`config.mk`:
```
export PLATFORM = sky130hd
export DESIGN_NAME = fps_supervisor
export DESIGN_NICKNAME = d
export VERILOG_FILES = /design/src/rtl/fps_pkg.sv /design/src/rtl/fps_supervisor.sv
export VERILOG_INCLUDE_DIRS = /design/src /design/src/rtl
export SDC_FILE = /design/constraint.sdc
export NUM_CORES = 1
export LEC_CHECK = 0
export BUFFER_PORTS_ARGS = -buffer_cell sky130_fd_sc_hd__buf_4
export CAP_MARGIN = 20
export CORE_ASPECT_RATIO = 0.75
export CORE_MARGIN = 1
export CORE_UTILIZATION = 30
export CTS_CLUSTER_SIZE = 8
export DETAILED_ROUTE_END_ITERATION = 16
export PLACE_DENSITY_LB_ADDON = 0.25
export SYNTH_ARGS = -nofsm -noshare
export SYNTH_HDL_FRONTEND = slang
export SYNTH_SLANG_ARGS = --single-unit
export TNS_END_PERCENT = 5
```
`constraint.sdc`:
```
create_clock -name clk_sys -period 3.5 [get_ports clk_sys]
set_input_delay 0.525 -clock clk_sys [delete_from_list [all_inputs] [get_ports clk_sys]]
set_output_delay 0.525 -clock clk_sys [all_outputs]
set_load 0.005 [all_outputs]
```
`src/rtl/fps_regs.svh`:
```
// Purpose: Constants for the fault protection supervisor
// Assumes: Included by the design module and the testbench
// Notes: Avalon-MM byte offsets, field positions, reset values, counts
`ifndef FPS_REGS_SVH
`define FPS_REGS_SVH

// Register byte offsets
`define FPS_CTRL_OFS 4'h0
`define FPS_STAT_OFS 4'h4
`define FPS_CFG_OFS 4'h8

// Control register field positions
`define FPS_CTRL_EN_BIT 0
`define FPS_CTRL_POR_BIT 1

// Status register field positions
`define FPS_STAT_OK_BIT 0
`define FPS_STAT_OV_BIT 1
`define FPS_STAT_OC_BIT 2
`define FPS_STAT_UV_BIT 3
`define FPS_STAT_LOCK_BIT 4
`define FPS_STAT_CNT_LSB 8
`define FPS_STAT_ST_LSB 12

// Reset values
`define FPS_CTRL_RST 2'h0
`define FPS_CFG_RST 4'h1

// Timing counts in phase-clock pulses, and the hiccup retry limit
`define FPS_SS_CYCLES 12'h800
`define FPS_HICCUP_CYCLES 12'h800
`define FPS_MAX_RETRY 3'h7

// Analog references, in millivolts and microamps, for documentation of the comparators
`define FPS_UV_OFFSET_MV 350
`define FPS_OV_LEVEL_MV 2200
`define FPS_OC_REF_UA 90
`define FPS_REF_STEP_MV 25
`define FPS_EN_TH_MV 1230

`endif

```
`src/rtl/fps_pkg.sv`:
```
// Purpose: Types for the fault protection supervisor
// Assumes: fps_regs.svh holds all numeric constants
// Notes: Phase output state and fault state encodings
package fps_pkg;

   // Per-phase drive state
   typedef enum logic [1:0]
   {
      FPS_PH_NORMAL = 2'b00,
      FPS_PH_LOW = 2'b01,
      FPS_PH_HIZ = 2'b10
   } fps_phase_t;

   // Fault state machine
   typedef enum logic [2:0]
   {
      FPS_ST_SHUT = 3'b000,
      FPS_ST_SOFT = 3'b001,
      FPS_ST_RUN = 3'b010,
      FPS_ST_OCWAIT = 3'b011,
      FPS_ST_OVCLAMP = 3'b100,
      FPS_ST_OVHIZ = 3'b101,
      FPS_ST_LOCK = 3'b110
   } fps_state_t;

endpackage

```
`src/rtl/fps_supervisor.sv`:
```
// Purpose: Fault supervision for a multi-phase buck controller
// Assumes: Comparator results arrive synchronous to clk_sys
// Notes: Phase clock is a one-cycle enable pulse from a divider
`timescale 1ns/1ps
`include "fps_regs.svh"

module fps_supervisor #(
   parameter int NUM_PHASES = 4,
   parameter int PH_DIV = 25
)
(
   input wire logic clk_sys,
   input wire logic resetn,
   // Avalon-MM slave
   input wire logic [3:0] avs_address,
   input wire logic avs_read,
   input wire logic avs_write,
   input wire logic [31:0] avs_writedata,
   input wire logic [3:0] avs_byteenable,
   output logic [31:0] avs_readdata,
   output logic avs_waitrequest,
   output logic [1:0] avs_response,
   // Comparator inputs
   input wire logic enable_in,
   input wire logic por_ok_in,
   input wire logic uv_above_in,
   input wire logic ov_trip_in,
   input wire logic at_ref_in,
   input wire logic oc_trip_in,
   input wire logic ref_stepping_in,
   // Outputs
   output fps_pkg::fps_phase_t phase_state [NUM_PHASES],
   output logic supply_ok_out,
   output logic crowbar_trigger,
   output logic overcurrent_fault,
   output logic undervoltage_fault,
   output logic overvoltage_fault,
   output logic phase_clk_en
);
   import fps_pkg::*;

   //------------------------------------------------------------
   // Declarations
   //------------------------------------------------------------
   logic [1:0] ctrl_r; // Software enable and soft reset request
   logic [3:0] cfg_r; // Spare config, echoes back
   logic [7:0] div_r; // Phase clock divider
   fps_state_t state_r; // Fault state
   fps_state_t state_nxt; // Next fault state
   logic [11:0] cnt_r; // Soft-start and hiccup counter, 11 bits plus done
   logic [2:0] retry_r; // Hiccup retry counter
   logic ok_r; // Supply ok register
   logic ov_r; // Over-voltage latch
   logic ok_nxt; // Next supply ok
   logic oc_live; // Blanked over-current
   logic en_all; // Combined enable
   logic ack_r; // Bus answer cycle
   logic [31:0] rdata_r; // Read data register

   //------------------------------------------------------------
   // Phase clock divider
   //------------------------------------------------------------
   // One-cycle enable instead of a second clock
   always_ff @(posedge clk_sys or negedge resetn)
   begin
      if (!resetn)
      begin
         div_r <= 8'h00;
         phase_clk_en <= 1'b0;
      end
      else if (div_r == 8'(PH_DIV - 1))
      begin
         div_r <= 8'h00;
         phase_clk_en <= 1'b1;
      end
      else
      begin
         div_r <= div_r + 8'h01;
         phase_clk_en <= 1'b0;
      end
   end

   //------------------------------------------------------------
   // Qualifiers
   //------------------------------------------------------------
   // Pin enable and software enable both needed; POR gates all
   assign en_all = enable_in & ctrl_r[`FPS_CTRL_EN_BIT] & por_ok_in
                   & ~ctrl_r[`FPS_CTRL_POR_BIT];
   // Comparator ignored while reference is stepping
   assign oc_live = oc_trip_in & ~ref_stepping_in;

   //------------------------------------------------------------
   // Fault state machine
   //------------------------------------------------------------
   always_comb
   begin
      state_nxt = state_r;
      case (state_r)
         FPS_ST_SHUT:
         begin
            if (en_all)
            begin
               state_nxt = FPS_ST_SOFT;
            end
         end
         FPS_ST_SOFT:
         begin
            if (ov_trip_in)
            begin
               state_nxt = FPS_ST_OVCLAMP;
            end
            else if (oc_live)
            begin
               // Eighth failed attempt latches off
               if (retry_r == `FPS_MAX_RETRY)
               begin
                  state_nxt = FPS_ST_LOCK;
               end
               else
               begin
                  state_nxt = FPS_ST_OCWAIT;
               end
            end
            else if (cnt_r == `FPS_SS_CYCLES)
            begin
               state_nxt = FPS_ST_RUN;
            end
         end
         FPS_ST_RUN:
         begin
            if (ov_trip_in)
            begin
               state_nxt = FPS_ST_OVCLAMP;
            end
            else if (oc_live)
            begin
               state_nxt = FPS_ST_OCWAIT;
            end
         end
         FPS_ST_OCWAIT:
         begin
            if (ov_trip_in)
            begin
               state_nxt = FPS_ST_OVCLAMP;
            end
            else if (cnt_r == `FPS_HICCUP_CYCLES)
            begin
               state_nxt = FPS_ST_SOFT;
            end
         end
         FPS_ST_OVCLAMP:
         begin
            // Clamp until output falls to reference
            if (at_ref_in && !ov_trip_in)
            begin
               state_nxt = FPS_ST_OVHIZ;
            end
         end
         FPS_ST_OVHIZ:
         begin
            if (ov_trip_in)
            begin
               state_nxt = FPS_ST_OVCLAMP;
            end
         end
         FPS_ST_LOCK:
         begin
            if (ov_trip_in)
            begin
               state_nxt = FPS_ST_OVCLAMP;
            end
         end
         default:
         begin
            state_nxt = FPS_ST_SHUT;
         end
      endcase
      // Disable returns to shutdown; latches only cleared here
      if (!en_all)
      begin
         state_nxt = FPS_ST_SHUT;
      end
   end

   // State register
   always_ff @(posedge clk_sys or negedge resetn)
   begin
      if (!resetn)
      begin
         state_r <= FPS_ST_SHUT;
      end
      else
      begin
         state_r <= state_nxt;
      end
   end

   //------------------------------------------------------------
   // Soft-start and hiccup counter
   //------------------------------------------------------------
   // Restarts on every state change, counts phase pulses
   always_ff @(posedge clk_sys or negedge resetn)
   begin
      if (!resetn)
      begin
         cnt_r <= 12'h000;
      end
      else if (state_nxt != state_r)
      begin
         cnt_r <= 12'h000;
      end
      else if (phase_clk_en && cnt_r != `FPS_SS_CYCLES)
      begin
         cnt_r <= cnt_r + 12'h001;
      end
   end

   //------------------------------------------------------------
   // Retry counter
   //------------------------------------------------------------
   always_ff @(posedge clk_sys or negedge resetn)
   begin
      if (!resetn)
      begin
         retry_r <= 3'h0;
      end
      else if (state_nxt == FPS_ST_SHUT || state_nxt == FPS_ST_RUN)
      begin
         retry_r <= 3'h0;
      end
      else if (state_r == FPS_ST_SOFT && state_nxt == FPS_ST_OCWAIT)
      begin
         retry_r <= retry_r + 3'h1;
      end
   end

   //------------------------------------------------------------
   // Over-voltage latch and crowbar
   //------------------------------------------------------------
   // Held until disable or POR; set wins over clear
   always_ff @(posedge clk_sys or negedge resetn)
   begin
      if (!resetn)
      begin
         ov_r <= 1'b0;
      end
      else if (ov_trip_in && state_r != FPS_ST_SHUT)
      begin
         ov_r <= 1'b1;
      end
      else if (!en_all)
      begin
         ov_r <= 1'b0;
      end
   end
   assign overvoltage_fault = ov_r;
   assign crowbar_trigger = ov_r;

   //------------------------------------------------------------
   // Supply ok
   //------------------------------------------------------------
   // Threshold tracks the reference through the offset comparator
   always_comb
   begin
      ok_nxt = 1'b0;
      case (state_r)
         FPS_ST_SOFT:
         begin
            ok_nxt = uv_above_in && !oc_live;
         end
         FPS_ST_RUN:
         begin
            ok_nxt = uv_above_in;
         end
         FPS_ST_SHUT:
         begin
            // Disabled while good: hold until decay
            ok_nxt = ok_r && uv_above_in && !ov_r;
         end
         default:
         begin
            ok_nxt = 1'b0;
         end
      endcase
      if (ov_trip_in)
      begin
         ok_nxt = 1'b0;
      end
   end

   always_ff @(posedge clk_sys or negedge resetn)
   begin
      if (!resetn)
      begin
         ok_r <= 1'b0;
      end
      else
      begin
         ok_r <= ok_nxt;
      end
   end
   assign supply_ok_out = ok_r;
   assign undervoltage_fault = ~uv_above_in;
   assign overcurrent_fault = (state_r == FPS_ST_OCWAIT) || (state_r == FPS_ST_LOCK);

   //------------------------------------------------------------
   // Phase outputs
   //------------------------------------------------------------
   // Same state on every phase
   generate
      for (genvar g = 0; g < NUM_PHASES; g++)
      begin : g_phase
         always_ff @(posedge clk_sys or negedge resetn)
         begin
            if (!resetn)
            begin
               phase_state[g] <= FPS_PH_HIZ;
            end
            else if (state_nxt == FPS_ST_OVCLAMP)
            begin
               phase_state[g] <= FPS_PH_LOW;
            end
            else if (state_nxt == FPS_ST_SOFT || state_nxt == FPS_ST_RUN)
            begin
               phase_state[g] <= FPS_PH_NORMAL;
            end
            else
            begin
               phase_state[g] <= FPS_PH_HIZ;
            end
         end
      end
   endgenerate

   //------------------------------------------------------------
   // Avalon-MM slave
   //------------------------------------------------------------
   // One wait cycle, then answer; unmapped reads zero with error
   always_ff @(posedge clk_sys or negedge resetn)
   begin
      if (!resetn)
      begin
         ack_r <= 1'b0;
      end
      else
      begin
         ack_r <= (avs_read || avs_write) && !ack_r;
      end
   end
   assign avs_waitrequest = (avs_read || avs_write) && !ack_r;

   // Register writes take effect at the accepting edge
   always_ff @(posedge clk_sys or negedge resetn)
   begin
      if (!resetn)
      begin
         ctrl_r <= `FPS_CTRL_RST;
         cfg_r <= `FPS_CFG_RST;
      end
      else if (avs_write && ack_r && avs_byteenable[0])
      begin
         if (avs_address == `FPS_CTRL_OFS)
         begin
            ctrl_r <= avs_writedata[1:0];
         end
         else if (avs_address == `FPS_CFG_OFS)
         begin
            cfg_r <= avs_writedata[3:0];
         end
      end
   end

   // Read data prepared in the wait cycle
   always_ff @(posedge clk_sys or negedge resetn)
   begin
      if (!resetn)
      begin
         rdata_r <= 32'h0000_0000;
         avs_response <= 2'b00;
      end
      else if (!ack_r)
      begin
         rdata_r <= 32'h0000_0000;
         avs_response <= 2'b00;
         if (avs_address == `FPS_CTRL_OFS)
         begin
            rdata_r[1:0] <= ctrl_r;
         end
         else if (avs_address == `FPS_STAT_OFS)
         begin
            rdata_r[`FPS_STAT_OK_BIT] <= ok_r;
            rdata_r[`FPS_STAT_OV_BIT] <= ov_r;
            rdata_r[`FPS_STAT_OC_BIT] <= overcurrent_fault;
            rdata_r[`FPS_STAT_UV_BIT] <= ~uv_above_in;
            rdata_r[`FPS_STAT_LOCK_BIT] <= (state_r == FPS_ST_LOCK);
            rdata_r[`FPS_STAT_CNT_LSB +: 3] <= retry_r;
            rdata_r[`FPS_STAT_ST_LSB +: 3] <= state_r;
         end
         else if (avs_address == `FPS_CFG_OFS)
         begin
            rdata_r[3:0] <= cfg_r;
         end
         else
         begin
            avs_response <= 2'b11;
         end
      end
   end
   assign avs_readdata = rdata_r;

endmodule

```
Yosys cells after proc, flatten, opt, wreduce, memory -nomap -nowiden
Cells that the tools add are included.
{"block": "word_totals", "regBits": 51, "latchBits": 0, "mem_bits_rw": 0, "mem_bits_ro": 0, "input_bits": 51, "output_inout_bits": 49, "word_cells": 105, "mem_count": 0}
{"block": "classes", "add_sub_neg": 3, "n_mul": 0, "n_div": 0, "order_cmp": 0, "n_eq_ne": 18, "shift": 0, "mux": 36, "bitwise_logic": 8, "n_reduce_logical": 27}
{"op": "$mux 3", "count": 18}
{"op": "$mux 12", "count": 2}
{"op": "$pmux 3 s6", "count": 1}
{"op": "$eq 3x3->1 const B", "count": 5}
{"op": "$add 12x1->12 const B", "count": 1}
{"op": "$eq 12x12->1 const B", "count": 1}
{"op": "$eq 3x2->1 const B", "count": 4}
{"op": "$mux 2", "count": 6}
{"op": "$ne 12x12->1 const B", "count": 1}
{"op": "$logic_and 1x1->1", "count": 10}
{"op": "$add 8x1->8 const B", "count": 1}
{"op": "$eq 8x5->1 const B", "count": 1}
{"op": "$mux 4", "count": 2}
{"op": "$mux 8", "count": 1}
{"op": "$eq 3x1->1 const B", "count": 2}
{"op": "$logic_not 3->1", "count": 2}
{"op": "$mux 1", "count": 5}
{"op": "$and 1x1->1", "count": 4}
{"op": "$eq 4x3->1 const B", "count": 1}
{"op": "$eq 4x4->1 const B", "count": 1}
{"op": "$logic_not 1->1", "count": 4}
{"op": "$logic_not 4->1", "count": 1}
{"op": "$logic_or 1x1->1", "count": 4}
{"op": "$not 1->1", "count": 4}
{"op": "other kinds (9)", "count": 10}

Logic depth before layout (Yosys ltp)
Gate-level depths: netlist (run 1).
{"block": "logic_depth", "word_depth": 10, "ltp_mapped": 9}

Least setup slack after synthesis (run 1)
Ideal clock, no wire load.
{"block": "synth_timing", "path_kind": "input port to flip-flop", "from": "input port ov_trip_in", "to": "register cnt_r[11]", "setup_time_ns": 0.071, "arrival_ns": 1.991, "t_required_ns": 3.429, "setup_slack_ns": 1.437, "stages": 7, "path_buffers": 1, "cell_sequence": "or4b_4 > a21oi_2 > o21ai_2 > a31oi_4 > mux2_4 > buf_6 > nor2_1"}
{"block": "synth_via", "elab_chain_len": 7}
{"element": "start, declared", "line_no": "fps_supervisor.sv:27", "source": "input wire logic ov_trip_in,"}
{"element": "$logic_not 1->1", "line_no": "fps_supervisor.sv:154", "source": "if (at_ref_in && !ov_trip_in)"}
{"element": "$logic_and 1x1->1", "line_no": "fps_supervisor.sv:154"}
{"element": "$mux 3", "line_no": "fps_supervisor.sv:154"}
{"element": "$pmux 3 s6 (*)", "line_no": "fps_supervisor.sv:98", "source": "case (state_r)"}
{"element": "$mux 3 (*)", "line_no": "fps_supervisor.sv:179", "source": "if (!en_all)"}
{"element": "net state_nxt[0]", "line_no": "fps_supervisor.sv:49", "source": "fps_state_t state_nxt;"}
{"element": "$ne 3x3->1 (*)", "line_no": "fps_supervisor.sv:208", "source": "else if (state_nxt != state_r)"}
{"element": "$mux 12 / $reduce_bool 2->1 (equally long branches)"}
{"element": "end signal, assigned", "line_no": "fps_supervisor.sv:214", "source": "cnt_r <= cnt_r + 12'h001;"}
{"element": "end, declared", "line_no": "fps_supervisor.sv:50", "source": "logic [11:0] cnt_r;"}
The timed path passes the listed nets; every way through them passes the cells marked *.
A chain may end at the register's enable or synchronous reset.

Worst setup path after layout (run 1)
{"block": "layout_timing", "from": "register cnt_r[0]", "to": "register cnt_r[1]"}
{"block": "layout_via", "elab_chain_len": 8}
{"element": "$eq 12x12->1 (no line) (*)"}
{"element": "$mux 3", "line_no": "fps_supervisor.sv:124", "source": "else if (cnt_r == `FPS_SS_CYCLES)"}
{"element": "$mux 3", "line_no": "fps_supervisor.sv:112", "source": "else if (oc_live)"}
{"element": "$mux 3", "line_no": "fps_supervisor.sv:108", "source": "if (ov_trip_in)"}
{"element": "$pmux 3 s6 (*)", "line_no": "fps_supervisor.sv:98"}
{"element": "$mux 3 (*)", "line_no": "fps_supervisor.sv:179"}
{"element": "net state_nxt[0]", "line_no": "fps_supervisor.sv:49"}
{"element": "$ne 3x3->1 (*)", "line_no": "fps_supervisor.sv:208"}
{"element": "$mux 12 / $reduce_bool 2->1 (equally long branches)"}
The timed path passes the listed nets; every way through them passes the cells marked *. The select of a mux whose other input is x is not followed.

==> impl_results.md, run 1 <==
- VDD IR max: 210.5 uV
- Die Y: between 80 and 90 um
- WL met1: 3153 um
- H-tree Lvls: 2
- Post-DP HPWL: slightly above 4000 um
- Area share of the largest cell type after synthesis: between 40% and 50%
- Post-DRT Antenna Nets: 0
- Crit. End Element: flop
- Share of cells above drive strength 1: 24.46%
- Worst setup SP type: flop
- Slew HR: 31.96%
- Delay of the slowest critical-path stage: ~400 ps
- CTS tree: yes
- Syn Std Cell Area: roughly 2800 um2
- Placed cell area: about 3100 um2
- Critical Path, Cell by Cell: inv_1 > ha_1 > nor4b_1 > nand3_1 > o21ai_2 > a31oi_4 > mux2_4 > nor3b_1
- Vias in the first global route: about 1800
- Ant. Diodes: 0
- Die Area: 9681 um2
- Met2 WL: 2187 um
- Synth top cells by count: dfrtp_1, nand2_1, buf_4
- Area growth from synthesis to final layout: 18.05%
- Routed len/inst: approximately 12 um
- Root Driver: clkbuf_16
- Fin cells: 451
- Lkg Pwr: approximately 1.6 nW
- Setup violations, final: 0
- Layout Skew: 5.804 ps
- Width of the die: 113.3 um
- # DRC: 0
- Dpl cells: 443
- Layout Utilization: between 30% and 40%
- Starting Density: around 31%
- Clock latency on the worst-skew pair: 290 ps
- DR top layer: met4
- Max-slew violations: 0
- Clock sink total: 50
- NumNets Final: 379
- Fmax: approximately 0.43 GHz
- Synth Instances: roughly 280
- Worst path arrival time: 2510 ps
- Largest net degree at the start of global routing: roughly 50
- Row cnt: 30
- RSZ-0062 raised after global routing: false
- CP required: 3700 ps
- Worst slew pin tran: between 1000 and 1500 ps
- Met3 wire len: between 150 and 200 um
- Max Cap Viol: 0
- Total grt overflow: 0
- Iteration-0 DRC Markers: roughly 160
- Area leader, netlist: dfrtp_1
- Resized cells post-CTS: 0
- Count leader, synth: dfrtp_1
- Crit path max fanout: 12
- Most used DFF post-synth: dfrtp_1
- Sum of negative setup slack: 0 ps
- Critical path type: flop to flop
- Final Cell Area: approximately 3300 um2
- Status: finished, final reports clean
- Total Routing Usage GR: roughly 12%
- Final hold slack: approximately 250 ps
- Clk buf depth: 2
- Routability Congestion: roughly 0.78
- Synth top area cells: dfrtp_1, buf_4, nand2_1, xnor2_1, o21ai_0
- TritonCTS Buffers: 5
- Hold Violations, Final: 0
- Post-CTS Hold Buffers: 0
- Drt total wl: 5592 um
- Clk slew on worst S/H paths: 70 ps
- Post-synth cell types: between 40 and 50
- Syn_area_per_cell: 9.846 um2
- Ys async rst share: 100.0%
- Yosys warns: 0
- CP Buf/Inv Count: 1
- Setup bufs post-CTS: 0
- IO Count: 100
- First drt pass iteration count: 4
- Routed vias: 1992
- HP Class: input port to async pin
- Post-synth EDFFs: 0
- I/O Buffers: 47
- Global-route wire length before repair: between 9000 and 10000 um
- Initial antenna violation count: 0
- Drt via density: about 4.4
- PD cells: between 400 and 500 nW/um2
- Seq/Total Area, Yosys: roughly 45%
- Yosys reg bits: 50
- Final worst-path cycle share: 66.10%
- Final min period: 2313 ps
- Area of the core: 9046 um2
- Top cell family by delay on the critical path: simple AND/OR/NAND/NOR gates
- CP max-delay cell: mux2_4
-- metrics by stage --
stage | power [W] | setup WS (ps)
after detailed placement | 0.0007941 | 1102
after global routing | 0.001394 | 924.7
final | 0.001327 | 1187
after floorplan | 0.0007452 | 1437
after global placement | 0.0007906 | 1104
after CTS | 0.001342 | 1136
-- path summary, 6_finish.rpt --
check                      slack, ps             start  cells after the start           end
max                             1190          cnt_r[0]                      8      cnt_r[1]
min                              250            resetn                      1     ctrl_r[1]
max reg2reg                     1190          cnt_r[0]                      8      cnt_r[1]
min reg2reg                      480          div_r[0]                      1      div_r[0]
max in group asynchronous       2810            resetn                      1  phase_clk_en
min in group clk_sys             470  avs_writedata[3]                      2      cfg_r[3]
-- placed cells by master (no fill, tap or decap), types with 6 or more instances in the layout --
cell     instances
nand2_1         36
xnor2_1         12
o21ai_0         18
dfrtp_1         48
nor2_1          22
inv_1           10
xor2_1           7
ha_1             6
conb_1          21
buf_4           50
mux2_2           6
and3_1          11
nand3_1          8
a22o_1           6
-- area by class of cell --
| cell class | instances | area, um2 |
|---|---|---|
| sequential | 50 | 1254 |
| multi-input combinational | 205 | 1297 |
| fill | 907 | 5757 |
| clock inverter | 3 | 40.04 |
| inverter | 10 | 37.54 |
| clock buffer | 5 | 125.1 |
| tap | 128 | 160.2 |
| timing repair buffer | 50 | 375.4 |
-- metal layers --
layer | vias to the layer above | global-route usage (%)
li1 | 986 | -
met1 | 945 | 19.68
met2 | 55 | 16.06
met3 | 6 | 2.429
met4 | 0 | 3.230
met5 | - | 0
-- cells by family after synthesis --
group	synth area share (%)
compound gates	9.790
buf+inv	11.36
flops	44.99
other cells	0.1346
simple gates	20.66
mux	4.400
fa+ha+maj	2.694
xor+xnor	5.972
-- worst reg2reg max path, cell delays in order, from the launching register on --
cell	delay [ps]
dfrtp_1	390
inv_1	90
ha_1	150
nor4b_1	250
nand3_1	310
o21ai_2	300
a31oi_4	120
mux2_4	400
nor3b_1	220
-- power by group --
group	total, W	internal, W	leakage [nW]	switching, W
sequential	0.000635	0.000606	0.672	0.0000294
clock	0.000546	0.000335	0.0836	0.000212
combinational	0.000145	0.0000721	0.835	0.0000733
-- state kept, by name (all words and copies together) (netlist names) --
register,flops
cnt_r,12
avs_readdata,11
div_r,8
cfg_r,4
retry_r,3
state_r,3
ctrl_r,2
phase_state,2
ack_r,1
avs_response,1
crowbar_trigger,1
phase_clk_en,1
supply_ok_out,1
No activity file was read; power rests on OpenSTA's default activity.
==> inputs of run 2 (changes only) <==
==> constraint.sdc (replaced) <==
create_clock -name clk_sys -period 2.43 [get_ports clk_sys]
set_input_delay 0.3645 -clock clk_sys [delete_from_list [all_inputs] [get_ports clk_sys]]
set_output_delay 0.3645 -clock clk_sys [all_outputs]
set_load 0.005 [all_outputs]
==> impl_results.md, run 2 (synthesis gave the netlist of run 1 again) <==
- H-tree Lvls: 2 (unchanged)
- Worst-case reg-to-reg path depth: 8 (unchanged)
- Drt via density: 4.396 (was 4.417)
- PD cells: 572.9 nW/um2 (was 403.5 nW/um2)
- I/O Buffers: 47 (unchanged)
- Iteration-0 DRC Markers: 118 (was 157)
- IO Count: 100 (unchanged)
- Total grt overflow: 0 (unchanged)
- Area of the core: 9046 um2 (unchanged)
- HP Class: input port to async pin (unchanged)
- Starting Density: 30.80% (unchanged)
- Routed len/inst: 12.56 um (was 12.40 um)
- Crit path max fanout: 12 (unchanged)
- Dpl cells: 452 (was 443)
- Ant. Diodes: 0 (unchanged)
- # DRC: 0 (unchanged)
- CP Buf/Inv Count: 1 (unchanged)
- Routability Congestion: 0.8009 (was 0.7833)
- Crit. End Element: flop (unchanged)
- Delay of the slowest critical-path stage: 400 ps (about the same)
- Most frequent cells in the layout: buf_4, dfrtp_1, nand2_1, nor2_1, conb_1 (unchanged)
- Drt total wl: 5777 um (was 5592 um)
- Placed cell area: 3192 um2 (was 3124 um2)
- Routed vias: 2022 (was 1992)
- Most common cell after layout, fill and taps aside: buf_4 (unchanged)
- First drt pass iteration count: 4 (unchanged)
- Crit path depth: 8 (unchanged)
- Die Area: 9681 um2 (unchanged)
- Max Cap Viol: 0 (unchanged)
- Post-CTS Hold Buffers: 0 (unchanged)
- Fin cells: 460 (was 451)
- Area growth from synthesis to final layout: 21.37% (was 18.05%)
- Total power: 0.001938 W (was 0.001327 W)
- Resized cells post-CTS: 1 (was 0)
- Share of cells above drive strength 1: 27.11% (was 24.46%)
- Clk slew on worst S/H paths: 60 ps (was 70 ps)
- Die Y: 85.46 um (unchanged)
- Row cnt: 30 (unchanged)
- Root Driver: clkbuf_16 (unchanged)
- Clk buf depth: 2 (unchanged)
- Total Routing Usage GR: 13.00% (was 12.21%)
- Filler instances: 927 (was 907)
- VDD IR max: 283.3 uV (was 210.5 uV)
- Setup violations, final: 0 (unchanged)
- Global-route wire length before repair: 9839 um (was 9328 um)
- Final worst-path cycle share: 90.25% (was 66.10%)
- Fmax: 0.4560 GHz (was 0.4322 GHz)
- Largest net degree at the start of global routing: 51 (unchanged)
- Top cell family by delay on the critical path: simple AND/OR/NAND/NOR gates (unchanged)
- Worst setup SP type: flop (unchanged)
- CP max-delay cell: mux2_4 (unchanged)
- Clock sink total: 50 (unchanged)
- Clock latency on the worst-skew pair: 280 ps (was 290 ps)
- Status: finished, final reports clean (unchanged)
- Max-slew violations: 0 (unchanged)
- Final Cell Area: 3382 um2 (was 3289 um2)
- RSZ-0062 raised after global routing: false (unchanged)
- Hold Violations, Final: 0 (unchanged)
- Slew HR: 57.41% (was 31.96%)
- Initial antenna violation count: 0 (unchanged)
- Vias in the first global route: 1915 (was 1826)
- Width of the die: 113.3 um (unchanged)
- Post-DP HPWL: 4254 um (was 4056 um)
- Setup bufs post-CTS: 0 (unchanged)
- Critical Path, Cell by Cell: inv_1 > ha_1 > nor4b_2 > nand3_2 > o21ai_2 > a31oi_4 > mux2_4 > nor3b_1 (was inv_1 > ha_1 > nor4b_1 > nand3_1 > o21ai_2 > a31oi_4 > mux2_4 > nor3b_1)
- Worst path arrival time: 2390 ps (was 2510 ps)
- Lkg Pwr: 1.641 nW (was 1.591 nW)
- CTS tree: yes (unchanged)
- Largest register by flop count: cnt_r (unchanged)
- Critical path type: flop to flop (unchanged)
- Number of flip-flops in the largest register: 12 (unchanged)
- Worst slew pin tran: 638.8 ps (was 1007 ps)
- Final min period: 2193 ps (was 2313 ps)
- Post-DRT Antenna Nets: 0 (unchanged)
- TritonCTS Buffers: 5 (unchanged)
- Layout Utilization: 37.39% (was 36.36%)
- CP required: 2630 ps (was 3700 ps)
- Layout Skew: 7.243 ps (was 5.804 ps)
- NumNets Final: 388 (was 379)
-- run 2: final cells by class --
type / instances / area, um2 / share of cell area, %
multi-input cells: 205 / 1315 / 38.88
repair buffers: 59 / 442.9 / 13.10
well taps: 128 / 160.2 / 4.735
clock buffers: 7 / 142.6 / 4.218
clock inverters: 1 / 30.03 / 0.8879
flip-flops and latches: 50 / 1254 / 37.07
inverters: 10 / 37.54 / 1.110
-- run 2: final timing paths --
kind | start | end | slack, ps
min reg2reg | div_r[7] | div_r[7] | 470
max | cnt_r[0] | cnt_r[1] | 240
min | resetn | avs_readdata[1] | 110
max in group asynchronous | resetn | phase_state[0] | 1900
max reg2reg | cnt_r[0] | cnt_r[1] | 240
min in group clk_sys | avs_writedata[3] | cfg_r[3] | 320
-- run 2: metrics by stage --
stage	hold slack [ps]	setup TNS, ps	worst slack, ps
floorplan	68.91	0	390.9
global placement	440.5	-6.528	-5.652
detailed placement	444.9	-326.7	-64.07
CTS	131.5	0	25.36
global route	161.2	0	28.54
finish	108.7	0	236.9
-- run 2: worst reg2reg max path: stages (launching register included) --
cell and delay, ps:
dfrtp_1 390, inv_1 90, ha_1 160, nor4b_2 250, nand3_2 220, o21ai_2 270, a31oi_4 120, mux2_4 400
nor3b_1 210
-- run 2: report_power, final --
part	total, W	internal (W)	switching [W]	leakage [nW]
Combinational	0.000240	0.000115	0.000126	0.884
Sequential	0.000903	0.000873	0.0000299	0.672
Clock	0.000794	0.000514	0.000280	0.0841
-- run 2: per-layer routing --
layer / GRT usage (%) / part of all wire (%) / vias up
met3: 2.500 / 3.9 / 7
met4: 4.306 / 1.3 / 0
li1: - / - / 1002
met1: 19.74 / 54 / 958
met2: 18.29 / 40 / 55
met5: 0 / 0 / -
==> inputs of run 3 (changes only) <==
--- a/config.mk
+++ b/config.mk
@@ -8,9 +8,9 @@
 export LEC_CHECK = 0
 export BUFFER_PORTS_ARGS = -buffer_cell sky130_fd_sc_hd__buf_4
 export CAP_MARGIN = 20
-export CORE_ASPECT_RATIO = 0.75
+export CORE_ASPECT_RATIO = 0.8
 export CORE_MARGIN = 1
-export CORE_UTILIZATION = 30
+export CORE_UTILIZATION = 25
 export CTS_CLUSTER_SIZE = 8
 export DETAILED_ROUTE_END_ITERATION = 16
 export PLACE_DENSITY_LB_ADDON = 0.25
==> impl_results.md, run 3 (synthesis gave the netlist of run 1 again) <==
- Status: finished, final reports clean (unchanged)
- # DRC: 0 (unchanged)
- Width of the die: 120.0 um (was 113.3 um)
- Delay of the slowest critical-path stage: 400 ps (about the same)
- I/O Buffers: 47 (unchanged)
- Final min period: 2156 ps (was 2193 ps)
- Area of the core: 10850 um2 (was 9046 um2)
- Area growth from synthesis to final layout: 20.39% (was 21.37%)
- Total Routing Usage GR: 10.99% (was 13.00%)
- Routed len/inst: 12.24 um (was 12.56 um)
- HP Class: input port to async pin (unchanged)
- Worst-case reg-to-reg path depth: 8 (unchanged)
- Area of the multi-input gates: 1304 um2 (was 1315 um2)
- Max-slew violations: 0 (unchanged)
- Number of flip-flops in the largest register: 12 (unchanged)
- PD cells: 549.2 nW/um2 (was 572.9 nW/um2)
- Worst setup SP type: flop (unchanged)
- Vias in the first global route: 1993 (was 1915)
- Initial antenna violation count: 0 (unchanged)
- CP max-delay cell: dfrtp_1 (was mux2_4)
- Most frequent cells in the layout: buf_4, dfrtp_1, nand2_1, nor2_1, conb_1 (unchanged)
- VDD IR max: 298.9 uV (was 283.3 uV)
- Clock sink total: 50 (unchanged)
- Post-CTS Hold Buffers: 0 (unchanged)
- Largest register by flop count: cnt_r (unchanged)
- Setup bufs post-CTS: 0 (unchanged)
- Drt total wl: 5804 um (was 5777 um)
- Final hold slack: 119.5 ps (was 108.7 ps)
- Clock latency on the worst-skew pair: 280 ps (about the same)
- Total power: 0.001842 W (was 0.001938 W)
- Row cnt: 34 (was 30)
- Lkg Pwr: 1.617 nW (was 1.641 nW)
- Max Cap Viol: 0 (unchanged)
- Iteration-0 DRC Markers: 78 (was 118)
- Slew HR: 56.70% (was 57.41%)
- Root Driver: clkbuf_16 (unchanged)
- Global-route wire length before repair: 10090 um (was 9839 um)
- Critical path type: flop to flop (unchanged)
- Hold Violations, Final: 0 (unchanged)
- Final worst-path cycle share: 88.71% (was 90.25%)
- Sequential Area: 1254 um2 (unchanged)
- Routability Congestion: 0.7918 (was 0.8009)
- H-tree Lvls: 2 (unchanged)
- Die Y: 96.43 um (was 85.46 um)
- Layout Skew: 2.967 ps (was 7.243 ps)
- Worst path arrival time: 2360 ps (was 2390 ps)
- Crit path max fanout: 7 (was 12)
- Share of cells above drive strength 1: 26.36% (was 27.11%)
- Total grt overflow: 0 (unchanged)
- Critical Path, Cell by Cell: inv_1 > ha_1 > nor4b_2 > nand3_1 > buf_4 > o311a_1 > nor4b_1 > nor3_1 (was inv_1 > ha_1 > nor4b_2 > nand3_2 > o21ai_2 > a31oi_4 > mux2_4 > nor3b_1)
- Worst slew pin tran: 649.5 ps (was 638.8 ps)
- Resized cells post-CTS: 0 (was 1)
- IO Count: 100 (unchanged)
- Post-DP HPWL: 4304 um (was 4254 um)
- Setup violations, final: 0 (unchanged)
- Sum of negative setup slack: 0 ps (unchanged)
- Ant. Diodes: 0 (unchanged)
- CP required: 2630 ps (about the same)
- Dpl cells: 466 (was 452)
- Drt via density: 4.316 (was 4.396)
- Die Area: 11570 um2 (was 9681 um2)
- TritonCTS Buffers: 5 (unchanged)
- Filler instances: 1115 (was 927)
- Fin cells: 474 (was 460)
- Starting Density: 25.69% (was 30.80%)
- Post-DRT Antenna Nets: 0 (unchanged)
- Most common cell after layout, fill and taps aside: buf_4 (unchanged)
- CTS tree: yes (unchanged)
- Largest net degree at the start of global routing: 51 (unchanged)
- Crit. End Element: flop (unchanged)
- NumNets Final: 386 (was 388)
- Clk buf depth: 2 (unchanged)
- RSZ-0062 raised after global routing: false (unchanged)
- First drt pass iteration count: 6 (was 4)
- Routed vias: 2046 (was 2022)
- Fmax: 0.4639 GHz (was 0.4560 GHz)
- Clk slew on worst S/H paths: 70 ps (was 60 ps)
[run 3: cell count changes in the layout (fill, tap and decap cells not counted), sizes merged]
cell      before  now
bufinv         1    0
clkinv         0    1
clkinvlp       0    1
buf           59   57
clkbuf         7    6
[run 3: layer usage]
layer	GRT usage, %	vias to the layer above	share of wire, %
li1	-	1001	-
met1	15.59	985	52
met2	17.43	58	44
met3	1.585	2	3.7
met4	3.125	0	0.81
met5	0	-	0
[run 3: area by class of cell]
class	count	share of cell area [%]
Multi-Input combinational cell	205	38.87
Sequential cell	50	37.37
Timing Repair Buffer	57	12.76
Tap cell	144	5.371
Clock buffer	6	4.140
Inverter	10	1.119
Clock inverter	2	0.3730
[run 3: path summary, 6_finish.rpt]
path / from / end / slack, ps
hold reg to reg: div_r[7] / div_r[7] / 480
max in group asynchronous: resetn / state_r[1] / 1890
setup reg to reg: cnt_r[0] / phase_state[1] / 270
hold / removal: resetn / ctrl_r[1] / 120
min in group clk_sys: avs_writedata[2] / cfg_r[2] / 320
setup / recovery: cnt_r[0] / phase_state[1] / 270
[run 3: critical path, delay by kind of cell, from the launching register on]
| kind | cells | cell delay (ps) |
|---|---|---|
| compound gates | 1 | 370 |
| flops | 1 | 400 |
| fa+ha+maj | 1 | 160 |
| buf+inv | 2 | 300 |
| simple gates | 4 | 840 |
[run 3: power by group]
part           switching [W]  leakage, nW  internal, W
registers          0.0000291        0.672     0.000873
logic               0.000125        0.873     0.000113
clock network       0.000294       0.0729     0.000408
[run 3: through the flow]
step | area (um2) | utilization, % | setup slack (ps)
after floorplan | 2861 | - | 390.9
after global placement | 3197 | 29.47 | 241.6
after detailed placement | 3197 | 29.47 | 218.6
after CTS | 3348 | 30.87 | 185.1
after global routing | 3354 | 30.92 | 72.99
final | 3354 | 30.92 | 274.3
